--- src/core/mow_pkg.sv ---
// Package for the mask override and walk base register bank.
// Assumes a single core clock domain and coprocessor-style register transfers.
package mow_pkg;
	// ------------------------------------------------------------
	// Register selection
	// ------------------------------------------------------------
	typedef enum logic [1:0] {MOW_SEL_NONE, MOW_SEL_OVR, MOW_SEL_TTB} mow_sel_t;

	// ------------------------------------------------------------
	// Field positions and widths
	// ------------------------------------------------------------
	localparam int MOW_AMO_BIT      = 8;
	localparam int MOW_IMO_BIT      = 7;
	localparam int MOW_FMO_BIT      = 6;
	localparam int MOW_INNER_WALK_ATTR_LO_BIT  = 6;
	localparam int MOW_RSVD_RAZ_BIT = 5;
	localparam int MOW_RGN_HI_BIT   = 4;
	localparam int MOW_RGN_LO_BIT   = 3;
	localparam int MOW_UNIMP_BIT    = 2;
	localparam int MOW_SHARE_BIT    = 1;
	localparam int MOW_INNER_WALK_ATTR_HI_BIT  = 0;
	localparam int MOW_ADDR_LO_BIT  = 7;
	localparam int MOW_ADDR_W       = 25;
	localparam int MOW_SPLIT_W      = 3;
	localparam int MOW_SPLIT_BASE   = 14;

	// ------------------------------------------------------------
	// Reset values and attribute encodings
	// ------------------------------------------------------------
	localparam logic [31:0] MOW_RESET_VALUE = 32'h0000_0000;
	localparam logic [1:0]  MOW_ATTR_NC     = 2'h0;
	localparam logic [1:0]  MOW_ATTR_WBWA   = 2'h1;
	localparam logic [1:0]  MOW_ATTR_WT     = 2'h2;
	localparam logic [1:0]  MOW_ATTR_WBNA   = 2'h3;

	// ------------------------------------------------------------
	// Carriers
	// ------------------------------------------------------------
	typedef struct packed {
		logic in_secure;
		logic privileged;
		logic ext_abort_routing;
		logic irq_routing;
		logic fiq_routing;
	} mow_state_t;

	typedef struct packed {
		logic        async_abort_override;
		logic        irq_mask_override;
		logic        fiq_mask_override;
	} mow_ovr_t;

	typedef struct packed {
		logic [MOW_ADDR_W-1:0] table_addr;
		logic [1:0]            inner_walk_attr;
		logic [1:0]            outer_walk_attr;
		logic                  shared;
	} mow_ttb_t;

	typedef struct packed {
		logic [31:0] walk_base;
		logic        dcache_lookup;
		logic [1:0]  outer_walk_attr;
		logic        shared;
	} mow_walk_t;
endpackage

--- src/core/mow_mask_gate.sv ---
// Mask override gate: turns the stored override bits into effective masks.
// Assumes the core supplies its status mask bits and security routing.
`timescale 1ns/1ns
module mow_mask_gate
(
	// Control
	input  wire mow_pkg::mow_state_t st_i,
	input  wire mow_pkg::mow_ovr_t   ovr_i,
	// Program status mask bits
	input  wire logic                abort_mask_i,
	input  wire logic                irq_mask_i,
	input  wire logic                fiq_mask_i,
	// Effective masks
	output logic                     abort_mask_eff_o,
	output logic                     irq_mask_eff_o,
	output logic                     fiq_mask_eff_o
);
	import mow_pkg::*;

	logic ns;

	always_comb
	begin
		ns = ~st_i.in_secure;
		abort_mask_eff_o = abort_mask_i & ~(ns & st_i.ext_abort_routing & ovr_i.async_abort_override);
		irq_mask_eff_o   = irq_mask_i & ~(ns & st_i.irq_routing & ovr_i.irq_mask_override);
		fiq_mask_eff_o   = fiq_mask_i & ~(ns & st_i.fiq_routing & ovr_i.fiq_mask_override);
	end
endmodule

--- src/core/mow_walk_attr.sv ---
// Walk attribute decode: forms the level-one base and walk attributes.
// Assumes the split width comes from the translation control register.
`timescale 1ns/1ns
module mow_walk_attr
(
	// Stored table base
	input  wire mow_pkg::mow_ttb_t          ttb_i,
	input  wire logic [mow_pkg::MOW_SPLIT_W-1:0] split_i,
	// Walk view
	output mow_pkg::mow_walk_t              walk_o
);
	import mow_pkg::*;

	logic [31:0] full;
	logic [31:0] keep;

	always_comb
	begin
		full = {ttb_i.table_addr, {MOW_ADDR_LO_BIT{1'b0}}};
		// Only the top 32-(14-N) bits are used; alignment follows N
		keep = 32'hFFFF_FFFF << (MOW_SPLIT_BASE - int'(split_i));
		walk_o.walk_base = full & keep;
		walk_o.dcache_lookup = (ttb_i.inner_walk_attr == MOW_ATTR_WBWA)
			|| (ttb_i.inner_walk_attr == MOW_ATTR_WBNA);
		walk_o.outer_walk_attr = ttb_i.outer_walk_attr;
		walk_o.shared = ttb_i.shared;
	end
endmodule

--- src/core/mow_top.sv ---
// Mask override control and banked walk table base zero register bank.
// Assumes coprocessor transfers arrive as one-cycle strobes in the core clock.
// Overview of operation
// - Override control reachable only from Secure privileged modes.
// - Non-secure, abort routing set: abort override unmasks asynchronous abort.
// - Abort override ignored in Secure state or with abort routing clear.
// - Non-secure, IRQ routing set: IRQ override bypasses IRQ mask.
// - IRQ override ignored in Secure state or IRQ routing clear.
// - Non-secure, FIQ routing set: FIQ override bypasses FIQ mask.
// - FIQ override ignored in Secure state or FIQ routing clear.
// - Table base zero banked Secure/Non-secure, privileged access only.
// - Secure privileged table base write undefined while write lock high.
// - Table pointer in bits 31 to 14-N, rest down to 7 reserved.
// - Inner attribute is bit 0 high, bit 6 low.
// - Walks look up data cache only for write-back inner attributes.
// - Outer attribute in bits 4:3 with the four cache encodings.
// - Bit 1 set walks shared memory, clear non-shared.
// - Bit 2 unimplemented, bit 5 reads zero, writes ignored.
// - Writes store table address from bits 31:7.
// - Only N-allowed address bits used, setting table alignment.
// - Reads return full stored address bits 31:7 regardless of N.
`timescale 1ns/1ns
module mow_top
(
	// Clock and reset
	input  wire logic                            clk_i,
	input  wire logic                            reset_n_i,
	// Core state
	input  wire mow_pkg::mow_state_t             st_i,
	input  wire logic                            secure_cfg_write_lock_i,
	input  wire logic [mow_pkg::MOW_SPLIT_W-1:0] split_i,
	// Register transfer
	input  wire logic                            req_i,
	input  wire logic                            wr_i,
	input  wire mow_pkg::mow_sel_t               sel_i,
	input  wire logic [31:0]                     wdata_i,
	output logic [31:0]                          rdata_o,
	output logic                                 rvalid_o,
	output logic                                 undef_o,
	// Program status mask bits
	input  wire logic                            abort_mask_i,
	input  wire logic                            irq_mask_i,
	input  wire logic                            fiq_mask_i,
	// Effective masks and walk view
	output logic                                 abort_mask_eff_o,
	output logic                                 irq_mask_eff_o,
	output logic                                 fiq_mask_eff_o,
	output mow_pkg::mow_walk_t                   walk_o
);
	import mow_pkg::*;

	// ------------------------------------------------------------
	// State
	// ------------------------------------------------------------
	mow_ovr_t    ovr;
	mow_ovr_t    next_ovr;
	mow_ttb_t    ttb_s;
	mow_ttb_t    next_ttb_s;
	mow_ttb_t    ttb_ns;
	mow_ttb_t    next_ttb_ns;
	logic [31:0] rdata;
	logic [31:0] next_rdata;
	logic        rvalid;
	logic        next_rvalid;
	logic        undef;
	logic        next_undef;
	mow_ttb_t    ttb_cur;

	// Pack a table base for readback; bits 5 and 2 stay zero
	function automatic logic [31:0] ttb_read(input mow_ttb_t t);
		logic [31:0] v;
		v = MOW_RESET_VALUE;
		v[31:MOW_ADDR_LO_BIT] = t.table_addr;
		v[MOW_INNER_WALK_ATTR_HI_BIT]    = t.inner_walk_attr[1];
		v[MOW_INNER_WALK_ATTR_LO_BIT]    = t.inner_walk_attr[0];
		v[MOW_RGN_HI_BIT:MOW_RGN_LO_BIT] = t.outer_walk_attr;
		v[MOW_SHARE_BIT]      = t.shared;
		return v;
	endfunction

	function automatic mow_ttb_t ttb_write(input logic [31:0] w);
		mow_ttb_t t;
		t.table_addr      = w[31:MOW_ADDR_LO_BIT];
		t.inner_walk_attr = {w[MOW_INNER_WALK_ATTR_HI_BIT], w[MOW_INNER_WALK_ATTR_LO_BIT]};
		t.outer_walk_attr = w[MOW_RGN_HI_BIT:MOW_RGN_LO_BIT];
		t.shared          = w[MOW_SHARE_BIT];
		return t;
	endfunction

	// ------------------------------------------------------------
	// Access control and register update
	// ------------------------------------------------------------
	always_comb
	begin
		next_ovr    = ovr;
		next_ttb_s  = ttb_s;
		next_ttb_ns = ttb_ns;
		next_rdata  = rdata;
		next_rvalid = 1'b0;
		next_undef  = 1'b0;
		if (req_i)
		begin
			if (sel_i == MOW_SEL_OVR)
			begin
				if (!(st_i.privileged && st_i.in_secure))
				begin
					next_undef = 1'b1;
				end
				else if (wr_i)
				begin
					next_ovr.async_abort_override = wdata_i[MOW_AMO_BIT];
					next_ovr.irq_mask_override    = wdata_i[MOW_IMO_BIT];
					next_ovr.fiq_mask_override    = wdata_i[MOW_FMO_BIT];
				end
				else
				begin
					next_rdata = MOW_RESET_VALUE;
					next_rdata[MOW_AMO_BIT] = ovr.async_abort_override;
					next_rdata[MOW_IMO_BIT] = ovr.irq_mask_override;
					next_rdata[MOW_FMO_BIT] = ovr.fiq_mask_override;
					next_rvalid = 1'b1;
				end
			end
			else if (sel_i == MOW_SEL_TTB)
			begin
				if (!st_i.privileged)
				begin
					next_undef = 1'b1;
				end
				else if (wr_i && st_i.in_secure && secure_cfg_write_lock_i)
				begin
					next_undef = 1'b1;
				end
				else if (wr_i && st_i.in_secure)
				begin
					next_ttb_s = ttb_write(wdata_i);
				end
				else if (wr_i)
				begin
					next_ttb_ns = ttb_write(wdata_i);
				end
				else
				begin
					next_rdata  = ttb_read(st_i.in_secure ? ttb_s : ttb_ns);
					next_rvalid = 1'b1;
				end
			end
			else
			begin
				// Unknown selector answers undefined rather than silently
				next_undef = 1'b1;
			end
		end
	end

	always_ff @(posedge clk_i or negedge reset_n_i)
	begin
		if (!reset_n_i)
		begin
			ovr    <= '0;
			ttb_s  <= '0;
			ttb_ns <= '0;
			rdata  <= MOW_RESET_VALUE;
			rvalid <= 1'b0;
			undef  <= 1'b0;
		end
		else
		begin
			ovr    <= next_ovr;
			ttb_s  <= next_ttb_s;
			ttb_ns <= next_ttb_ns;
			rdata  <= next_rdata;
			rvalid <= next_rvalid;
			undef  <= next_undef;
		end
	end

	assign rdata_o  = rdata;
	assign rvalid_o = rvalid;
	assign undef_o  = undef;
	// Walks use the copy of the current security state
	assign ttb_cur  = st_i.in_secure ? ttb_s : ttb_ns;

	// ------------------------------------------------------------
	// Submodules
	// ------------------------------------------------------------
	mow_mask_gate u_gate
	(
		.st_i             (st_i),
		.ovr_i            (ovr),
		.abort_mask_i     (abort_mask_i),
		.irq_mask_i       (irq_mask_i),
		.fiq_mask_i       (fiq_mask_i),
		.abort_mask_eff_o (abort_mask_eff_o),
		.irq_mask_eff_o   (irq_mask_eff_o),
		.fiq_mask_eff_o   (fiq_mask_eff_o)
	);

	mow_walk_attr u_walk
	(
		.ttb_i   (ttb_cur),
		.split_i (split_i),
		.walk_o  (walk_o)
	);
endmodule

--- config.mk ---
export PLATFORM = sky130hd
export DESIGN_NAME = mow_top
export DESIGN_NICKNAME = d
export VERILOG_FILES = /design/src/core/mow_pkg.sv /design/src/core/mow_mask_gate.sv /design/src/core/mow_walk_attr.sv /design/src/core/mow_top.sv
export SDC_FILE = /design/constraint.sdc
export NUM_CORES = 1
export LEC_CHECK = 0
export BUFFER_PORTS_ARGS = -buffer_cell sky130_fd_sc_hd__buf_2
export CAP_MARGIN = 20
export CORE_AREA = 3 3 128 130
export CTS_BUF_LIST = sky130_fd_sc_hd__clkbuf_8
export DETAILED_ROUTE_END_ITERATION = 10
export DIE_AREA = 0 0 131 133
export GPL_ROUTABILITY_DRIVEN = 0
export GPL_TIMING_DRIVEN = 0
export SYNTH_ARGS = -nofsm -noshare
export SYNTH_HDL_FRONTEND = slang
export SYNTH_SLANG_ARGS = --single-unit
--- constraint.sdc ---
create_clock -name clk_i -period 1.92 [get_ports clk_i]
set_clock_uncertainty 0.2 [all_clocks]
set_input_delay 0.48 -clock clk_i [delete_from_list [all_inputs] [get_ports clk_i]]
set_output_delay 0.48 -clock clk_i [all_outputs]
set_load 0.1 [all_outputs]
==> impl_metrics.csv <==
group,metric,value,unit
run_status,run_status,"finished, violations left",
run_status,violations_in_the_final_reports,"setup timing",
clocking,ctsRootBufferMaster,"sky130_fd_sc_hd__clkbuf_8",
synth,synth-seq-area-share,0.519,
cells_and_area,antenna_cells_inserted,0,
synth,yosysWarningCount,0,
grt,grt_start_max_net_pins,49,
worst_setup_path,path_cells,"buf_8, ha_4, inv_4, ha_4, nand2b_4, a21oi_4, buf_12",
sta,final.hold.worst_slack,134,ps
floorplanning,fp.dieH,133,microns
synth,synthesized_area_divided_by_synthesized_cell_count,13.4,sq um
worst_hold_path,min-delay-path-class,"input pin to flip-flop",
synth,synth_top_area_cell,"sky130_fd_sc_hd__dfrtp_1",
worst_setup_path,critPathMaxFanout,3,
detailed_routing,drt.antenna.violating_nets,0,
clocking,clk_transition_reported_paths,90,ps
worst_setup_path,max_stage_delay,210,ps
grt,global_route.overflow_total,0,
worst_setup_path,data_arrival_time_of_the_critical_path,1500,ps
synth,synth_ff_type,"sky130_fd_sc_hd__dfrtp_1",
clocking,cts.sinks,95,
detailed_routing,drt_drc_violations_left,0,
grt,number_of_global_route_vias_before_repair,3519,
cells_and_area,design.final.nets,564,
worst_setup_path,worstSetupPathType,"input pin to output port",
floorplanning,site_row_count,45,
power_and_ir_drop,total_power,0.00792,W
cells_and_area,instances_no_fill,724,
worst_setup_path,cp-start-kind,"input pin",
detailed_routing,wire_per_inst,17.8,microns
synth,synthMostInstantiatedCell,"sky130_fd_sc_hd__dfrtp_1",
detailed_routing,route.final.wire_length,12.9,mm
sta,setup_repair_after_global_routing_missed_its_margin,"true",
floorplanning,num_io_pins,123,
detailed_routing,route.layer.met1.wl,5.71,mm
synth,mappedNetlistArea,4580,sq um
sta,hold_violations,0,
sta,setup-violations-final,27,
synth,synth_commonest_cells,"sky130_fd_sc_hd__dfrtp_1 (95), sky130_fd_sc_hd__mux2_2 (40), sky130_fd_sc_hd__mux2i_1 (31)",
sta,maxClockFrequency,459,MHz
synth,synth_top_area_share,0.519,
floorplanning,die_area,17400,sq um
floorplanning,coreArea,15300,sq um
detailed_routing,dr.pass1.iters,4,
place,place.detailed.instances,673,
sta,timing.slew.headroom,0.525,
worst_setup_path,crit_path_top_delay_cell,"sky130_fd_sc_hd__ha_4",
sta,finalWorstPathRequiredPeriod,2180,ps
clocking,cts_max_level,3,
synth,synthTopCellsByArea,"sky130_fd_sc_hd__dfrtp_1 (52%), sky130_fd_sc_hd__mux2_2 (9.8%), sky130_fd_sc_hd__mux2_4 (9.8%)",
worst_setup_path,endpoint_kind,"output port",
sta,tightestPinTransition,712,ps
place,pre_cts_slack,-637,ps
clocking,cts_tree,"done",
place,io_buffer_count,111,
cells_and_area,flow.area_growth_from_synthesis,57.1,%
worst_setup_path,critical_path.n_buffers_inverters,3,
worst_setup_path,timing.critical_path.mode_cell,"sky130_fd_sc_hd__ha_4",
sta,slew_viol_final,0,
worst_setup_path,crit_required,1240,ps
detailed_routing,routed-via-count,3168,
cells_and_area,layout.core_utilization,0.471,
cells_and_area,num-fill-cells,1344,
sta,postLayoutSetupSlackWorst,-259,ps
detailed_routing,wl_met2,6.36,mm
detailed_routing,detailed_router_s_first_iteration_violation_count,102,
floorplanning,start_util,0.300,
sta,timing.final.crit_share,1.14,
clocking,clk-insertion-delay-late,370,ps
worst_setup_path,critPathTopFamily,"adder cells",
floorplanning,chipWidth,131,microns
grt,grt_first_pass_wirelength,19.9,mm
power_and_ir_drop,maximum_vdd_drop,0.000746,V
place,hpwl,8.14,mm
synth,synth.ff_latch_count,95,
detailed_routing,detailroute.wirelength.met3,638,microns
synth,synthesis.instances,342,
power_and_ir_drop,pwr_density_cell,1100,nW/um^2
power_and_ir_drop,cellLeakagePower,3.50,nW
synth,async_flop_share,1.00,
detailed_routing,route.top_layer_used,"met4",
cells_and_area,drive_gt1_frac,0.606,
detailed_routing,viasPerCell,4.38,
job,maxCapViolCount,0,
grt,antenna_violations_before_repair,1,
synth,synth_enable_flop_cells,0,
clocking,numCtsBuffers,9,
clocking,clock_tree.buffer_depth,2,
grt,gr-usage-all-layers,0.151,
synth,yosysUniqueCellTypes,28,
registers in the layout, indices dropped and copies added (netlist names):
register / flops
ovr: 3
rdata_o: 30
rvalid_o: 1
ttb_ns: 30
ttb_s: 30
undef_o: 1
per-stage QoR:
stage          setup TNS (ps)  area, sq um
3_3_place_gp          -131850         5850
4_1_cts                 -7760         6920
3_5_place_dp           -54240         5880
2_1_floorplan          -12800         5030
5_1_grt                 -4210         7190
6_report                -3450         7190
where the power goes:
| group | total (W) | switching (W) | internal (W) |
|---|---|---|---|
| combinational | 0.00398 | 0.00263 | 0.00135 |
| sequential | 0.00262 | 0.000248 | 0.00238 |
| clock | 0.00132 | 0.000725 | 0.000593 |
| total | 0.00792 | 0.00360 | 0.00432 |
worst register-to-register path, stage by stage, from the launching register on:
cell	delay, ps
sky130_fd_sc_hd__dfrtp_1	420
sky130_fd_sc_hd__mux2i_4	190
sky130_fd_sc_hd__buf_4	140
sky130_fd_sc_hd__nor2_1	30
sky130_fd_sc_hd__mux2_4	280
what timing repair did:
item                                   CTS  global route
setup endpoints to repair              102            91
endpoints found under the hold margin   47             0
gates resized for setup                164            43
hold buffers                             1             0
gates cloned                             3             3
buffers inserted                        18            15
pin swaps                                5            10
cells by family after synthesis:
group,after synthesis,synth area share
other,1,0.000819
DFF,95,0.519
adders and majority gates,5,0.0137
muxes,124,0.321
buffers and inverters,53,0.0628
and+or+nand+nor,51,0.0648
AOI/OAI and AO/OA,13,0.0178
final timing paths:
| path | start | end | slack, ps | cells after the start |
|---|---|---|---|---|
| min in group asynchronous | reset_n_i | ttb_s[10] | 480 | 2 |
| hold / removal | wdata_i[13] | ttb_s[11] | 130 | 2 |
| hold reg to reg | rdata_o[14] | rdata_o[14] | 310 | 1 |
| max in group asynchronous | reset_n_i | ttb_ns[27] | 380 | 3 |
| setup reg to reg | ttb_s[10] | rdata_o[12] | 560 | 4 |
| setup / recovery | split_i[0] | walk_o[13] | -260 | 7 |
cells in the final DEF (no fill, tap or decap), drive strengths merged:
cell	count
a211oi	1
a21oi	4
a31oi	1
buf	164
bufinv	1
clkbuf	18
clkinv	5
conb	9
dfrtp	95
dlygate4sd3	1
ha	5
inv	27
mux2	93
mux2i	31
nand2	8
nand2b	22
nand3	4
nor2	12
nor2b	1
nor4b	2
o211a	1
o21a	3
o21ai	3
or3	1
or3b	1
metal layers:
layer | global-route usage | vias up
li1 | - | 1474
met4 | 0.0446 | 0
met3 | 0.0335 | 14
met5 | 0 | -
met1 | 0.195 | 1588
met2 | 0.251 | 92
area by class of cell:
cell class	instances	area (sq um)	share of cell area
clock inverter	6	62.6	0.00870
timing repair buffer	151	1550	0.216
tap	211	264	0.0367
inverter	27	116	0.0162
sequential	95	2380	0.330
multi-input combinational	202	2450	0.341
buffer	23	243	0.0337
clock buffer	9	124	0.0172
No activity file was read; power rests on OpenSTA's default activity.
